**src/include/sfrp_defs.svh**
```systemverilog
// Constants for the serial flash read and page program engine.
`ifndef SFRP_DEFS_SVH
`define SFRP_DEFS_SVH

// ==========================================================================
// Opcodes
`define SFRP_OP_READ        8'h03
`define SFRP_OP_FAST        8'h0B
`define SFRP_OP_DOUT        8'h3B
`define SFRP_OP_QOUT        8'h6B
`define SFRP_OP_DIO         8'hBB
`define SFRP_OP_QIO         8'hEB
`define SFRP_OP_WRAP        8'h77
`define SFRP_OP_PROG        8'h02
`define SFRP_OP_WRITE_EN    8'h06

// ==========================================================================
// Frame lengths, field values and sizes
`define SFRP_CMD_BITS       6'h08
`define SFRP_ADDR_BITS      6'h18
`define SFRP_MODE_BITS      6'h08
`define SFRP_DUMMY_CLKS     6'h08
`define SFRP_QIO_DUMMY_CLKS 6'h04
`define SFRP_WRAP_CLKS      6'h20
`define SFRP_CONT_MODE_VAL  2'h2
`define SFRP_WRAP_DEFAULT   3'h4
`define SFRP_WRAP_MIN_BYTES 8'h08
`define SFRP_PAGE_BYTES     256
`define SFRP_BLOCK_COUNT    5'h10
`define SFRP_FIFO_DEPTH     8
`define SFRP_FIFO_WIDTH     32

`endif

```
**src/include/sfrp_pkg.sv**
```systemverilog
// Types shared by the serial flash read and page program engine.
package sfrp_pkg;

	// ======================================================================
	// Frame sequencer states, Gray coded along the usual path
	typedef enum logic [3:0] {
		ST_IDLE   = 4'h0,
		ST_CMD    = 4'h1,
		ST_ADDR   = 4'h3,
		ST_MODE   = 4'h2,
		ST_DUMMY  = 4'h6,
		ST_DOUT   = 4'h7,
		ST_PDATA  = 4'h5,
		ST_WRAP   = 4'h4,
		ST_IGNORE = 4'hC
	} sfrp_state_t;

	typedef logic [23:0] sfrp_addr_t;

endpackage

```
**src/include/sfrp_strm_if.sv**
```systemverilog
// Valid and ready stream carrier between the engine and its FIFO.
`timescale 1ns/10ps
`default_nettype none
interface sfrp_strm_if #(
	parameter int WIDTH = 32
) ();
	logic             valid;
	logic             ready;
	logic [WIDTH-1:0] data;

	modport source (output valid, output data, input ready);
	modport sink   (input valid, input data, output ready);
endinterface
`default_nettype wire

```
**src/verilog/sfrp_fifo.sv**
```systemverilog
// Synchronous FIFO with valid and ready on both sides.
`timescale 1ns/10ps
`default_nettype none
module sfrp_fifo #(
	parameter int WIDTH = 32,
	parameter int DEPTH = 8
) (
	input  wire logic  clk_i,
	input  wire logic  rst_b_i,
	sfrp_strm_if.sink   wr_if,
	sfrp_strm_if.source rd_if
);
	// ======================================================================
	// Storage and pointers
	// DEPTH must be a power of two; the extra pointer bit tells full from empty.
	localparam int AW = $clog2(DEPTH);

	logic [WIDTH-1:0] mem [0:DEPTH-1];
	logic [AW:0]      wptr;
	logic [AW:0]      rptr;

	wire logic full  = (wptr[AW] != rptr[AW]) && (wptr[AW-1:0] == rptr[AW-1:0]);
	wire logic empty = (wptr == rptr);
	wire logic push  = wr_if.valid && !full;
	wire logic pop   = rd_if.valid && rd_if.ready;

	assign wr_if.ready = !full;
	assign rd_if.valid = !empty;
	assign rd_if.data  = mem[rptr[AW-1:0]];

	always_ff @(posedge clk_i) begin
		if (push) begin
			mem[wptr[AW-1:0]] <= wr_if.data;
		end
	end

	always_ff @(posedge clk_i) begin
		if (!rst_b_i) begin
			wptr <= '0;
		end else if (push) begin
			wptr <= wptr + 1'b1;
		end
	end

	always_ff @(posedge clk_i) begin
		if (!rst_b_i) begin
			rptr <= '0;
		end else if (pop) begin
			rptr <= rptr + 1'b1;
		end
	end
endmodule
`default_nettype wire

```
**src/verilog/sfrp_core.sv**
```systemverilog
// Serial flash command engine for the read family and page programming.
// ==========================================================================
// Overview of operation
// - Plain read: opcode, 24-bit address, rising-edge sampling.
// - Single-line reads shift data on falling edges.
// - Every read auto-increments address per byte.
// - Plain read ignored while a write cycle runs.
// - Fast read has dummy byte before data.
// - Dual output read returns two bits per clock.
// - Quad output read needs quad enable set.
// - Dual I/O sends address, mode on two lines.
// - Mode bits 10 make next frame opcode-less.
// - Reset frame of ones clears continuous mode.
// - Quad I/O: address, mode, four dummy clocks.
// - Wrap bit4 low enables; bits6:5 pick length.
// - Wrapped quad I/O reads loop within section.
// - Stored wrap setting applies to later reads.
// - Page program needs latch, address, data bytes.
// - Program address wraps inside the page.
// - Only last 256 bytes kept, others untouched.
// - Program discarded unless ended on byte boundary.
// - Chip select rise starts cycle, busy flag high.
// - Write enable latch cleared before cycle ends.
// - Protected pages are never programmed.
// - Write enable opcode sets the latch.
// - Two-line bytes: odd bits one line, even other.
`timescale 1ns/10ps
`default_nettype none
`include "sfrp_defs.svh"
module sfrp_core #(
	parameter int FIFO_DEPTH = `SFRP_FIFO_DEPTH
) (
	input  wire logic        SYS_CLK_I,
	input  wire logic        RST_B_I,
	input  wire logic        CS_B_I,
	input  wire logic        SCLK_I,
	input  wire logic [3:0]  IO_I,
	output logic      [3:0]  IO_O,
	output logic      [3:0]  IO_OE_O,
	input  wire logic        QUAD_ENABLE_I,
	input  wire logic [4:0]  BLOCK_PROTECT_I,
	input  wire logic        BUSY_OTHER_I,
	output logic             WRITE_IN_PROGRESS_O,
	output logic             WRITE_ENABLE_LATCH_O,
	output logic             CONTINUOUS_MODE_O,
	output logic      [2:0]  WRAP_SETTING_O,
	output logic      [23:0] MEM_RD_ADDR_O,
	input  wire logic [7:0]  MEM_RD_DATA_I,
	output logic      [23:0] MEM_WR_ADDR_O,
	output logic      [7:0]  MEM_WR_DATA_O,
	output logic             MEM_WR_VALID_O,
	input  wire logic        MEM_WR_READY_I
);
	// ======================================================================
	// Pin synchronisers and edge detection
	logic [2:0] cs_q;
	logic [2:0] sclk_q;
	logic [3:0] io_q1;
	logic [3:0] io_q2;

	always_ff @(posedge SYS_CLK_I) begin
		if (!RST_B_I) begin
			cs_q   <= 3'h7;
			sclk_q <= 3'h0;
			io_q1  <= 4'h0;
			io_q2  <= 4'h0;
		end else begin
			cs_q   <= {cs_q[1:0], CS_B_I};
			sclk_q <= {sclk_q[1:0], SCLK_I};
			io_q1  <= IO_I;
			io_q2  <= io_q1;
		end
	end

	wire logic cs_low    = ~cs_q[1];
	wire logic cs_fall   = ~cs_q[1] & cs_q[2];
	wire logic cs_rise   = cs_q[1] & ~cs_q[2];
	wire logic sclk_rise = cs_low & sclk_q[1] & ~sclk_q[2];
	wire logic sclk_fall = cs_low & ~sclk_q[1] & sclk_q[2];

	// ======================================================================
	// Frame state
	sfrp_pkg::sfrp_state_t state;
	sfrp_pkg::sfrp_addr_t  addr;
	logic [7:0]  cmd;
	logic [31:0] sh;
	logic [5:0]  clk_cnt;
	logic [5:0]  phase_len;
	logic [2:0]  lanes;
	logic        cont;
	logic        cont_quad;
	logic        ones;
	logic        got_byte;
	logic [2:0]  wrap_set;
	logic        write_in_progress;
	logic        write_enable_latch;
	logic [7:0]  ob;
	logic [3:0]  obits;
	logic [1:0]  fetch_q;

	// Two-line lanes put bits 7,5,3,1 on line 1 and 6,4,2,0 on line 0.
	wire logic [31:0] sh_n = (lanes == 3'h1) ? {sh[30:0], io_q2[0]} :
		(lanes == 3'h2) ? {sh[29:0], io_q2[1:0]} : {sh[27:0], io_q2};
	wire logic [3:0] in_sel = (lanes == 3'h1) ? {3'h0, io_q2[0]} :
		(lanes == 3'h2) ? {2'h0, io_q2[1:0]} : io_q2;
	wire logic [3:0] lane_mask = (lanes == 3'h1) ? 4'h1 : (lanes == 3'h2) ? 4'h3 : 4'hF;
	wire logic       phase_end = (clk_cnt + 6'h01) == phase_len;
	wire logic       busy      = write_in_progress | BUSY_OTHER_I;

	function automatic logic [2:0] out_lanes(input logic [7:0] c);
		case (c)
			`SFRP_OP_DOUT, `SFRP_OP_DIO: out_lanes = 3'h2;
			`SFRP_OP_QOUT, `SFRP_OP_QIO: out_lanes = 3'h4;
			default:                     out_lanes = 3'h1;
		endcase
	endfunction

	// Protected region counts 64 KiB blocks from the top, or from the bottom
	// when bit 3 is set; bit 4 is not used by this decode.
	function automatic logic is_protected(input logic [4:0] bp, input logic [23:0] a);
		logic [4:0] n;
		logic [4:0] blk;
		n   = (bp[2:0] >= 3'h5) ? `SFRP_BLOCK_COUNT : 5'((5'h01 << bp[2:0]) >> 1);
		blk = {1'h0, a[19:16]};
		is_protected = bp[3] ? (blk < n) : ((blk + n) >= `SFRP_BLOCK_COUNT);
	endfunction

	wire logic [2:0] olanes = out_lanes(cmd);

	// Wrap applies to quad I/O reads only, bounded inside the 256-byte page.
	wire logic       wrap_on  = (cmd == `SFRP_OP_QIO) && !wrap_set[0];
	wire logic [7:0] wmask    = 8'((`SFRP_WRAP_MIN_BYTES << wrap_set[2:1]) - 8'h01);
	wire logic [23:0] lin_addr = addr + 24'h000001;
	wire logic [23:0] next_addr = wrap_on ?
		{addr[23:8], (addr[7:0] & ~wmask) | (lin_addr[7:0] & wmask)} : lin_addr;

	wire logic byte_in   = sclk_rise && (state == sfrp_pkg::ST_PDATA) && phase_end;
	wire logic prog_addr = sclk_rise && (state == sfrp_pkg::ST_ADDR) && phase_end &&
		(cmd == `SFRP_OP_PROG);
	wire logic byte_sent = sclk_fall && (state == sfrp_pkg::ST_DOUT) &&
		(obits == {1'h0, olanes});
	wire logic fetch_go  = (sclk_rise && (state == sfrp_pkg::ST_ADDR) && phase_end &&
		(cmd != `SFRP_OP_PROG)) || byte_sent;
	wire logic prog_go   = cs_rise && (state == sfrp_pkg::ST_PDATA) && (clk_cnt == 6'h00) &&
		got_byte && !is_protected(BLOCK_PROTECT_I, addr);
	wire logic latch_set = cs_rise && (state == sfrp_pkg::ST_IGNORE) && !write_in_progress &&
		(cmd == `SFRP_OP_WRITE_EN) && (clk_cnt == 6'h00);

	// ======================================================================
	// Frame sequencer
	always_ff @(posedge SYS_CLK_I) begin
		if (!RST_B_I) begin
			state     <= sfrp_pkg::ST_IDLE;
			addr      <= 24'h000000;
			cmd       <= 8'h00;
			sh        <= 32'h00000000;
			clk_cnt   <= 6'h00;
			phase_len <= `SFRP_CMD_BITS;
			lanes     <= 3'h1;
			cont      <= 1'b0;
			cont_quad <= 1'b0;
			ones      <= 1'b0;
			got_byte  <= 1'b0;
			wrap_set  <= `SFRP_WRAP_DEFAULT;
		end else if (cs_q[1]) begin
			state <= sfrp_pkg::ST_IDLE;
			if (cs_rise && (state == sfrp_pkg::ST_ADDR) && cont && ones) begin
				cont <= 1'b0;
			end
		end else if (cs_fall) begin
			clk_cnt  <= 6'h00;
			ones     <= 1'b1;
			got_byte <= 1'b0;
			if (cont) begin
				state     <= busy ? sfrp_pkg::ST_IGNORE : sfrp_pkg::ST_ADDR;
				cmd       <= cont_quad ? `SFRP_OP_QIO : `SFRP_OP_DIO;
				lanes     <= cont_quad ? 3'h4 : 3'h2;
				phase_len <= cont_quad ? `SFRP_ADDR_BITS / 6'h04 : `SFRP_ADDR_BITS / 6'h02;
			end else begin
				state     <= sfrp_pkg::ST_CMD;
				lanes     <= 3'h1;
				phase_len <= `SFRP_CMD_BITS;
			end
		end else if (sclk_rise) begin
			sh      <= sh_n;
			clk_cnt <= phase_end ? 6'h00 : (clk_cnt == 6'h3F) ? clk_cnt : clk_cnt + 6'h01;
			if (state == sfrp_pkg::ST_ADDR) begin
				ones <= ones & (in_sel == lane_mask);
			end
			if (phase_end) begin
				case (state)
					sfrp_pkg::ST_CMD: begin
						cmd       <= sh_n[7:0];
						phase_len <= `SFRP_ADDR_BITS;
						case (sh_n[7:0])
							`SFRP_OP_READ, `SFRP_OP_FAST, `SFRP_OP_DOUT: begin
								state <= busy ? sfrp_pkg::ST_IGNORE : sfrp_pkg::ST_ADDR;
							end
							`SFRP_OP_QOUT: begin
								state <= (busy || !QUAD_ENABLE_I) ?
									sfrp_pkg::ST_IGNORE : sfrp_pkg::ST_ADDR;
							end
							`SFRP_OP_DIO: begin
								state     <= busy ? sfrp_pkg::ST_IGNORE : sfrp_pkg::ST_ADDR;
								lanes     <= 3'h2;
								phase_len <= `SFRP_ADDR_BITS / 6'h02;
							end
							`SFRP_OP_QIO: begin
								state     <= (busy || !QUAD_ENABLE_I) ?
									sfrp_pkg::ST_IGNORE : sfrp_pkg::ST_ADDR;
								lanes     <= 3'h4;
								phase_len <= `SFRP_ADDR_BITS / 6'h04;
							end
							`SFRP_OP_WRAP: begin
								state     <= sfrp_pkg::ST_WRAP;
								phase_len <= `SFRP_WRAP_CLKS;
							end
							`SFRP_OP_PROG: begin
								state <= (write_enable_latch && !busy) ?
									sfrp_pkg::ST_ADDR : sfrp_pkg::ST_IGNORE;
							end
							default: begin
								state <= sfrp_pkg::ST_IGNORE;
							end
						endcase
					end
					sfrp_pkg::ST_ADDR: begin
						addr <= sh_n[23:0];
						if (cmd == `SFRP_OP_PROG) begin
							state     <= sfrp_pkg::ST_PDATA;
							phase_len <= `SFRP_CMD_BITS;
						end else if ((cmd == `SFRP_OP_DIO) || (cmd == `SFRP_OP_QIO)) begin
							state     <= sfrp_pkg::ST_MODE;
							phase_len <= 6'(`SFRP_MODE_BITS / {3'h0, lanes});
						end else if (cmd == `SFRP_OP_READ) begin
							state <= sfrp_pkg::ST_DOUT;
						end else begin
							state     <= sfrp_pkg::ST_DUMMY;
							phase_len <= `SFRP_DUMMY_CLKS;
						end
					end
					sfrp_pkg::ST_MODE: begin
						cont      <= (sh_n[5:4] == `SFRP_CONT_MODE_VAL);
						cont_quad <= (cmd == `SFRP_OP_QIO);
						if (cmd == `SFRP_OP_QIO) begin
							state     <= sfrp_pkg::ST_DUMMY;
							phase_len <= `SFRP_QIO_DUMMY_CLKS;
						end else begin
							state <= sfrp_pkg::ST_DOUT;
						end
					end
					sfrp_pkg::ST_DUMMY: begin
						state <= sfrp_pkg::ST_DOUT;
					end
					sfrp_pkg::ST_WRAP: begin
						wrap_set <= sh_n[6:4];
						state    <= sfrp_pkg::ST_IGNORE;
					end
					sfrp_pkg::ST_PDATA: begin
						addr[7:0] <= addr[7:0] + 8'h01;
						got_byte  <= 1'b1;
					end
					default: begin
						state <= state;
					end
				endcase
			end
		end else if (byte_sent) begin
			addr <= next_addr;
		end
	end

	// ======================================================================
	// Read data path
	// Memory answers one cycle after the address moves, well inside half a
	// link clock, so a byte is ready before the falling edge that needs it.
	always_ff @(posedge SYS_CLK_I) begin
		if (!RST_B_I) begin
			fetch_q <= 2'h0;
		end else begin
			fetch_q <= {fetch_q[0], fetch_go};
		end
	end

	always_ff @(posedge SYS_CLK_I) begin
		if (!RST_B_I) begin
			ob      <= 8'h00;
			obits   <= 4'h0;
			IO_O    <= 4'h0;
			IO_OE_O <= 4'h0;
		end else if (cs_q[1]) begin
			obits   <= 4'h0;
			IO_OE_O <= 4'h0;
		end else if (fetch_q[1]) begin
			ob    <= MEM_RD_DATA_I;
			obits <= 4'h8;
		end else if (sclk_fall && (state == sfrp_pkg::ST_DOUT)) begin
			case (olanes)
				3'h2: begin
					IO_O    <= {2'h0, ob[7:6]};
					IO_OE_O <= 4'h3;
				end
				3'h4: begin
					IO_O    <= ob[7:4];
					IO_OE_O <= 4'hF;
				end
				default: begin
					IO_O    <= {2'h0, ob[7], 1'h0};
					IO_OE_O <= 4'h2;
				end
			endcase
			ob    <= ob << olanes;
			obits <= obits - {1'h0, olanes};
		end
	end

	// ======================================================================
	// Page buffer and program cycle
	logic [7:0]                  page_mem [0:`SFRP_PAGE_BYTES-1];
	logic [`SFRP_PAGE_BYTES-1:0] page_vld;
	logic [8:0]                  widx;
	logic [15:0]                 pbase;

	// Later bytes overwrite earlier ones at the same offset.
	always_ff @(posedge SYS_CLK_I) begin
		if (byte_in) begin
			page_mem[addr[7:0]] <= sh_n[7:0];
		end
	end

	always_ff @(posedge SYS_CLK_I) begin
		if (!RST_B_I) begin
			page_vld <= '0;
		end else if (prog_addr) begin
			page_vld <= '0;
		end else if (byte_in) begin
			page_vld[addr[7:0]] <= 1'b1;
		end
	end

	sfrp_strm_if #(.WIDTH(`SFRP_FIFO_WIDTH)) push_if ();
	sfrp_strm_if #(.WIDTH(`SFRP_FIFO_WIDTH)) drain_if ();

	// The walk stalls on a written offset while the FIFO is full, so a slow array sets the pace.
	assign push_if.valid  = write_in_progress && !widx[8] && page_vld[widx[7:0]];
	assign push_if.data   = {pbase, widx[7:0], page_mem[widx[7:0]]};
	assign drain_if.ready = MEM_WR_READY_I;

	sfrp_fifo #(
		.WIDTH(`SFRP_FIFO_WIDTH),
		.DEPTH(FIFO_DEPTH)
	) u_fifo (
		.clk_i  (SYS_CLK_I),
		.rst_b_i(RST_B_I),
		.wr_if  (push_if),
		.rd_if  (drain_if)
	);

	always_ff @(posedge SYS_CLK_I) begin
		if (!RST_B_I) begin
			write_in_progress  <= 1'b0;
			write_enable_latch <= 1'b0;
			widx               <= 9'h000;
			pbase              <= 16'h0000;
		end else if (prog_go) begin
			write_in_progress  <= 1'b1;
			write_enable_latch <= 1'b0;
			widx               <= 9'h000;
			pbase              <= addr[23:8];
		end else if (latch_set) begin
			write_enable_latch <= 1'b1;
		end else if (write_in_progress && !widx[8] &&
			(!page_vld[widx[7:0]] || push_if.ready)) begin
			widx <= widx + 9'h001;
		end else if (write_in_progress && widx[8] && !drain_if.valid) begin
			write_in_progress <= 1'b0;
		end
	end

	assign WRITE_IN_PROGRESS_O  = write_in_progress;
	assign WRITE_ENABLE_LATCH_O = write_enable_latch;
	assign CONTINUOUS_MODE_O    = cont;
	assign WRAP_SETTING_O       = wrap_set;
	assign MEM_RD_ADDR_O        = addr;
	assign MEM_WR_VALID_O       = drain_if.valid;
	assign MEM_WR_ADDR_O        = drain_if.data[31:8];
	assign MEM_WR_DATA_O        = drain_if.data[7:0];

	// ======================================================================
	// Checks
	a_line_release: assert property (
		@(posedge SYS_CLK_I) disable iff (!RST_B_I) cs_rise |=> (IO_OE_O == 4'h0)
	) else $error("output lines still driven after chip select rose");

	a_prog_start: assert property (
		@(posedge SYS_CLK_I) disable iff (!RST_B_I)
		prog_go |=> write_in_progress && (widx == 9'h000)
	) else $error("program cycle did not start on chip select rise");

	a_latch_clear: assert property (
		@(posedge SYS_CLK_I) disable iff (!RST_B_I) $rose(write_in_progress) |-> !write_enable_latch
	) else $error("write enable latch still set in program cycle");

	a_read_reject: assert property (
		@(posedge SYS_CLK_I) disable iff (!RST_B_I)
		sclk_rise && (state == sfrp_pkg::ST_CMD) && phase_end &&
		(sh_n[7:0] == `SFRP_OP_READ) && busy |=> (state == sfrp_pkg::ST_IGNORE)
	) else $error("read accepted while busy");

	a_quad_gate: assert property (
		@(posedge SYS_CLK_I) disable iff (!RST_B_I)
		sclk_rise && (state == sfrp_pkg::ST_CMD) && phase_end &&
		(sh_n[7:0] == `SFRP_OP_QOUT) && !QUAD_ENABLE_I |=> (state == sfrp_pkg::ST_IGNORE)
	) else $error("quad read accepted without quad enable");

	a_page_wrap: assert property (
		@(posedge SYS_CLK_I) disable iff (!RST_B_I)
		byte_in && (addr[7:0] == 8'hFF) |=> (addr[7:0] == 8'h00) && $stable(addr[23:8])
	) else $error("program address left its page");

	a_write_enable_cmd_set: assert property (
		@(posedge SYS_CLK_I) disable iff (!RST_B_I) latch_set |=> write_enable_latch
	) else $error("write enable opcode did not set the latch");

	a_cont_entry: assert property (
		@(posedge SYS_CLK_I) disable iff (!RST_B_I)
		cs_fall && cont && !busy |=> (state == sfrp_pkg::ST_ADDR) ##1 cs_low[*2]
	) else $error("continuous mode frame did not start at address");

	a_single_line: assert property (
		@(posedge SYS_CLK_I) disable iff (!RST_B_I)
		sclk_fall && (state == sfrp_pkg::ST_DOUT) && (olanes == 3'h1) |=> (IO_OE_O == 4'h2)
	) else $error("single-line read drove the wrong line");
endmodule
`default_nettype wire

```
**config.mk**
```make
export PLATFORM = sky130hd
export DESIGN_NAME = sfrp_core
export DESIGN_NICKNAME = d
export VERILOG_FILES = /design/src/include/sfrp_pkg.sv /design/src/include/sfrp_strm_if.sv /design/src/verilog/sfrp_fifo.sv /design/src/verilog/sfrp_core.sv
export VERILOG_INCLUDE_DIRS = /design/src /design/src/include
export SDC_FILE = /design/constraint.sdc
export NUM_CORES = 2
export LEC_CHECK = 0
export ABC_AREA = 0
export BUFFER_PORTS_ARGS = -buffer_cell sky130_fd_sc_hd__buf_2
export CAP_MARGIN = 15
export CORE_MARGIN = 10
export CORE_UTILIZATION = 40
export CTS_CLUSTER_SIZE = 30
export DETAILED_ROUTE_END_ITERATION = 10
export PLACE_DENSITY_LB_ADDON = 0.08
export SYNTH_ARGS = -nofsm -noshare
export SYNTH_HDL_FRONTEND = slang
export SYNTH_SLANG_ARGS = --single-unit
export TNS_END_PERCENT = 5
```
**constraint.sdc**
```tcl
create_clock -name SYS_CLK_I -period 9 [get_ports SYS_CLK_I]
set_input_delay 0 -clock SYS_CLK_I [delete_from_list [all_inputs] [get_ports SYS_CLK_I]]
set_output_delay 0 -clock SYS_CLK_I [all_outputs]
set_load 0.01 [all_outputs]
```
After elaboration in Yosys (flattened, before gate mapping)
Memory sizes are Yosys's and may differ from the RTL's. A register that Yosys moved wholly into a read port is not among the register bits.
Index checks and enable logic that the tools add are counted.
{ "classes": {"eq_ne": 48, "multipliers": 0, "div": 1, "order_cmp": 6, "mux": 91, "n_shift": 3, "n_bitwise": 21, "addsub": 9, "reduce_logical": 84} }
{ "op_table": {"columns": ["operator", "count"], "rows": [
  ["$or 256x256->256", 1],
  ["$mux 24", 6],
  ["$mux 8", 9],
  ["$mux 6", 11],
  ["$mux 4", 15],
  ["$pmux 6 s3", 2],
  ["$eq 8x2->1 const B", 4],
  ["$eq 8x8->1 const B", 4],
  ["$logic_and 1x1->1", 30],
  ["$mux 3", 10],
  ["$reduce_and 5->1", 6],
  ["$mux 1", 26],
  ["$add 24x1->24 const B", 1],
  ["$eq 8x7->1 const B", 3],
  ["$reduce_bool 2->1", 11],
  ["$pmux 4 s5", 1],
  ["$lt 8x9->1 const B", 2],
  ["$reduce_and 3->1", 6],
  ["$and 8x8->8", 2],
  ["$eq 4x3->1 const B", 4],
  ["$eq 8x6->1 const B", 2],
  ["$mux 16", 1],
  ["$pmux 4 s2", 2],
  ["$pmux 4 s4", 1],
  ["59 further kinds", 103]
]} }
{ "word_totals": {"latch_bits": 0, "out_inout_bits": 71, "reg_bits": 408, "elab_cells": 295, "input_bits": 24, "n_memories": 2, "ram_bits": 2304, "romBits": 0} }
{ "memory_table": {"columns": ["name", "words", "word_bits", "read_ports", "rd_ports_with_merged_regs", "wr", "line", "rtl"], "rows": [
  ["page_mem", 256, 8, 1, 1, 1, "sfrp_core.sv:319", "logic [7:0] page_mem [0:`SFRP_PAGE_BYTES-1];"],
  ["u_fifo.mem", 8, 32, 1, 1, 1, "sfrp_fifo.sv:18", "logic [WIDTH-1:0] mem [0:DEPTH-1];"]
]} }

Longest topological paths before layout
{ "logic_depth": {"word_depth": 10, "mapped_depth": 23, "depth_no_buf": 22} }

Cells and area by module
From an unflattened synthesis, not the netlist that was laid out.
{ "unflattened": {"cells_unflattened": 5486, "area_unflattened_um2": 107152.8} }
{ "modules_own_cells": {"columns": ["module", "instances", "area_each_um2", "seq_area_each_um2", "cells_each"], "rows": [
  ["sfrp_core", 1, 96587.6, 69646.8, 5032],
  ["sfrp_fifo", 1, 10565.1, 7907.6, 454]
]} }

Least setup slack after synthesis
OpenSTA, ideal clock, no wires.
{ "synth_path": {"path_kind": "register -> register", "start": "reg lanes[0]", "end": "reg lanes[1]", "arrival_time_ns": 6.557, "setup_slack_ns": 2.325, "path_stages_with_launch": 12, "setup_time_ns": 0.119, "cell_sequence": "dfxtp_1 clkbuf_1 inv_1 ha_1 o21bai_1 nand2_1 nand2b_1 clkbuf_1 nand3_1 nor2_1 a21oi_1 o221a_2"} }
{ "synth_between": {"elab_chain_cells": 9, "elab_cells_between_ends": 13, "classes_between": "eq/ne: 4; mux: 7; reduce/logical: 2"} }
{ "synth_lines": {"columns": ["element", "line", "rtl"], "rows": [
  ["from (decl)", "sfrp_core.sv:89", "logic [2:0] lanes;"],
  ["from (signal assigned)", "sfrp_core.sv:177", "lanes <= cont_quad ? 3'h4 : 3'h2;"],
  ["$eq 3x2->1", "sfrp_core.sv:103", "(lanes == 3'h2) ? {sh[29:0], io_q2[1:0]} : {sh[27:0], io_q2};"],
  ["$mux 24", "sfrp_core.sv:103", null],
  ["$mux 24 (*)", "sfrp_core.sv:102", "wire logic [31:0] sh_n = (lanes == 3'h1) ? {sh[30:0], io_q2[0]} :"],
  ["via sh_n[7]", "sfrp_core.sv:102", null],
  ["$eq 8x8->1", "sfrp_core.sv:195", "case (sh_n[7:0])"],
  ["$pmux 3 s2", "sfrp_core.sv:195", null],
  ["$mux 3", "sfrp_core.sv:191", "case (state)"],
  ["$mux 3", "sfrp_core.sv:190", "if (phase_end) begin"],
  ["$mux 3", "sfrp_core.sv:184", "end else if (sclk_rise) begin"],
  ["$mux 3", "sfrp_core.sv:170", "end else if (cs_fall) begin"]
]} }
The timed path passes the listed nets; every way through them passes the cells marked *. The select of a mux whose other input is x is not followed.
A chain may end at the register's enable or synchronous reset.

Worst setup path in the final report
{ "layout_path": {"start": "reg lanes[0]", "end": "reg phase_len[0]"} }
{ "layout_between": {"elab_chain_cells": 7} }
{ "layout_lines": {"columns": ["element", "line", "rtl"], "rows": [
  ["$div 4x3->6 (no source line)", null, null],
  ["$mux 6", "sfrp_core.sv:232", "end else if ((cmd == `SFRP_OP_DIO) || (cmd == `SFRP_OP_QIO)) begin"],
  ["$mux 6", "sfrp_core.sv:229", "if (cmd == `SFRP_OP_PROG) begin"],
  ["$pmux 6 s3", "sfrp_core.sv:191", null],
  ["$mux 6", "sfrp_core.sv:190", null],
  ["$mux 6", "sfrp_core.sv:184", null],
  ["$mux 6", "sfrp_core.sv:170", null],
  ["to (signal assigned)", "sfrp_core.sv:178", "phase_len <= cont_quad ? `SFRP_ADDR_BITS / 6'h04 : `SFRP_ADDR_BITS / 6'h02;"],
  ["to (signal assigned)", "sfrp_core.sv:182", "phase_len <= `SFRP_CMD_BITS;"],
  ["to (signal assigned)", "sfrp_core.sv:194", "phase_len <= `SFRP_ADDR_BITS;"],
  ["to (decl)", "sfrp_core.sv:88", "logic [5:0] phase_len;"]
]} }
No other way between the ends. The select of a mux whose other input is x is not followed.

==> results by group <==
Cells and area
  – Reg area: 77600 um^2
  – Area of the multi-input gates: roughly 28000 um^2
  – Final Cell Area: 121000 um^2
  – Most frequent cells in the layout: edfxtp_1 (2304), mux4_2 (797), nor2_1 (433), dfxtp_1 (403), clkbuf_16 (314)
  – Commonest non-fill, non-tap cell in the layout: edfxtp_1
  – Nets: approximately 5700
  – Share of layout cells above drive strength 1: 0.258
  – FILL cells: 22628
  – Util after Layout: 0.457
  – Area grow syn2layout: 13.8%

Routing
  – Number of DRC markers in iteration 0: 4973
  – Pre-antenna DRT Iters: 5
  – Vias post-DR: roughly 53000
  – DRC: 0
  – Post-route ant nets: 0
  – Vias per inst: 5.65
  – WL/cell: a little under 30 um
  – Final WL: roughly 280000 um

Timing
  – RSZ-0062 raised after global routing: no
  – Hold Vio Cnt, Final: 0
  – Setup TNS Final: 0 ns
  – Slew headroom: 0.0923
  – Final clock skew: roughly 0.055 ns
  – Worst slew pin tran: 1.36 ns
  – Max-slew violations: 0
  – Fin crit period: between 5 and 6 ns
  – Final Cycle Share: 0.655
  – Achievable Freq: 0.170 GHz
  – # setup viols final: 0

Global routing
  – First-pass GRT wire length: slightly above 400000 um
  – Met3 Usage GRT: 0.0328
  – Met1 global-route usage: 0.283
  – Antenna violations before repair: 13
  – Gr busiest metal: met2
  – GRT Residual Overflow: 0
  – GRT Total Usage: 0.193
  – Largest net degree at the start of global routing: 209
  – Vias in the first global route: around 54000
  – Met2 Use GR: 0.306

Clocking
  – CTS tree: built
  – TritonCTS Buffers: 306
  – Clk sink count: ~2700
  – Worst-Skew Late Latency: 0.89 ns
  – Setup Fix Bufs, Post-CTS: 0
  – Clk slew on worst S/H paths: around 0.060 ns
  – Post-cts sizing count: 0
  – Clock Tree Buf Depth: 4
  – Clk root buf: clkbuf_16
  – H-tree levels: 5

Floorplanning
  – Ports: 95
  – Die Wd: 536 um
  – Die Ht: between 500 and 600 um
  – Cell row count: between 150 and 200
  – Die area: 288000 um^2
  – Core area: about 270000 um^2
  – Initial core utilization: 0.402

Yosys
  – Post-synthesis async set-or-reset flop share: 0
  – Sequential fraction of the synthesis area: 0.727
  – Top post-synthesis cells by area: edfxtp_1 (65%), mux4_2 (17%), dfxtp_1 (7.8%)
  – Synthesized cell area: between 100000 and 150000 um^2
  – Post-synth top area cell: edfxtp_1
  – Mapped Nets: between 5000 and 6000
  – Post-synth EDFFs: between 2000 and 2500
  – Synthesis warning total: 0
  – Mapped Cells: 5460
  – Synth top area share: 0.649
  – Predominant post-synthesis flop cell: edfxtp_1
  – Mean Syn Cell Area: 19.5 um^2
  – Netlist cell types: 74
  – Yosys reg bits: between 2000 and 3000

Run
  – Max-Cap Viols: 0

Setup path
  – Max FO, Critical Path: 12
  – Crit path capture type: register
  – Worst R2R Path Depth: 22
  – Setup Crit Path Kind: reg2reg
  – CP startpoint kind: register
  – Arr. time, crit path: ~6.6 ns
  – Req. time, crit path: 9.69 ns

Place
  – Dpl hpwl: approximately 170000 um
  – Placer Congestion: approximately 0.77
  – Placed instance area: between 100000 and 150000 um^2
  – Port Buf Inserts: 93

Pwr
  – Final Power: 25.7 mW
  – Pwr/cell area: 212 nW/um^2
  – Peak VDD IR: approximately 0.16 mV
  – Leakage power: approximately 38 nW

Hold path
  – HP Class: in2reg
  – Hold Path Depth: 4

Run status
  – Status: complete, no violations
per-layer routing:
metal  vias up  part of all wire
met4         0             0.019
met1     28829              0.45
met3       367             0.059
li1      22748                 -
met2      1522              0.47
met5         -                 0
cell families (layout without fill, tap and decap cells):
| family | after synthesis | in the layout | share of synthesized area |
|---|---|---|---|
| adder cells (fa/ha/maj) | 37 | 37 | 0.00441 |
| other | 0 | 11 | 0 |
| flip-flops | 2722 | 2722 | 0.727 |
| multiplexers | 917 | 917 | 0.180 |
| buffers and inverters | 368 | 819 | 0.0143 |
| AND/OR/NAND/NOR | 811 | 811 | 0.0339 |
| XOR/XNOR | 25 | 25 | 0.00218 |
| AO/OA/AOI/OAI | 580 | 580 | 0.0376 |
stage by stage:
stage	cells	hold WS, ns	setup WS [ns]
floorplan	5460	0.101	2.32
finish	9455	0.0657	3.11
detailed placement	8856	0.198	3.17
global placement	8855	0.191	3.19
global route	9446	0.0818	2.66
CTS	9442	0.0116	3.14
sequential cells by signal, summed over array words and instances, names as in the netlist, 6 cells and up, named ones only:
| signal | cells |
|---|---|
| widx | 9 |
| u_fifo.mem | 256 |
| ob | 8 |
| page_vld | 256 |
| sh | 23 |
| pbase | 16 |
| clk_cnt | 6 |
| cmd | 8 |
| phase_len | 6 |
| page_mem | 2048 |
| MEM_RD_ADDR_O | 19 |
final cells by class:
class	count	share of cell area
Multi-Input combinational cell	2370	0.228
Sequential cell	2722	0.640
Clock buffer	433	0.0710
Antenna cell	11	0.000227
Clock inverter	118	0.00813
Inverter	44	0.00174
Timing Repair Buffer	224	0.0145
Tap cell	3533	0.0364
synthesized netlist by cell type, drive strengths merged, types with 5 or more instances:
library cell and n:
edfxtp 2304, nand4 14, nor2 433, xor2 10, o21bai 5, o21ai 69
nor3 38, nor3b 8, a211oi 13, a22oi 9, a2111oi 9, nand3b 17
ha 36, nor4 10, o211ai 21, dfxtp 418, o31ai 15, or3 9
nand2 135, inv 44, mux4 798, and2 23, nor2b 21, mux2i 73
a31oi 10, a21oi 107, xnor2 14, a211o 6, and3 9, nand3 54
o221a 9, nand2b 19, buf 123, mux2 46, o22ai 8, a311oi 9
a31o 5, or4 5, o21a 261, clkbuf 201
power breakdown:
part	switching (mW)	internal, mW
Sequential	0.00944	13.5
Clock	5.02	7.02
Combinational	0.0859	0.0412
Total	5.12	20.6
timing repair:
item                       CTS  global route
hold endpoints to repair    81             0
hold buffers                35             0
setup endpoints to repair    0             0
critical path, stage by stage (launching register included):
cell and delay (ns):
dfxtp_1 0.42, inv_1 0.21, ha_1 0.44, nor2b_1 0.41
and2_1 0.21, ha_1 0.30, a211oi_1 0.28, o21ai_0 0.11
o31ai_1 0.11, ha_1 0.34, o21a_1 0.14, nor2_1 0.19
nand3_1 0.15, mux2_2 0.34, ha_1 0.32, o21ai_0 0.09
nand4b_1 0.19, mux2_2 0.37, ha_1 0.28, a21oi_1 0.19
or3b_2 0.46, nand4_1 0.11, o31ai_1 0.08
worst paths after layout:
| check | from | end | slack (ns) |
|---|---|---|---|
| hold / removal | MEM_RD_DATA_I[4] | ob[4] | 0.07 |
| setup reg to reg | lanes[0] | phase_len[0] | 3.11 |
| setup / recovery | lanes[0] | phase_len[0] | 3.11 |
| hold reg to reg | io_q1[3] | io_q2[3] | 0.44 |
Note: power is estimated with default switching activity, not from simulation.
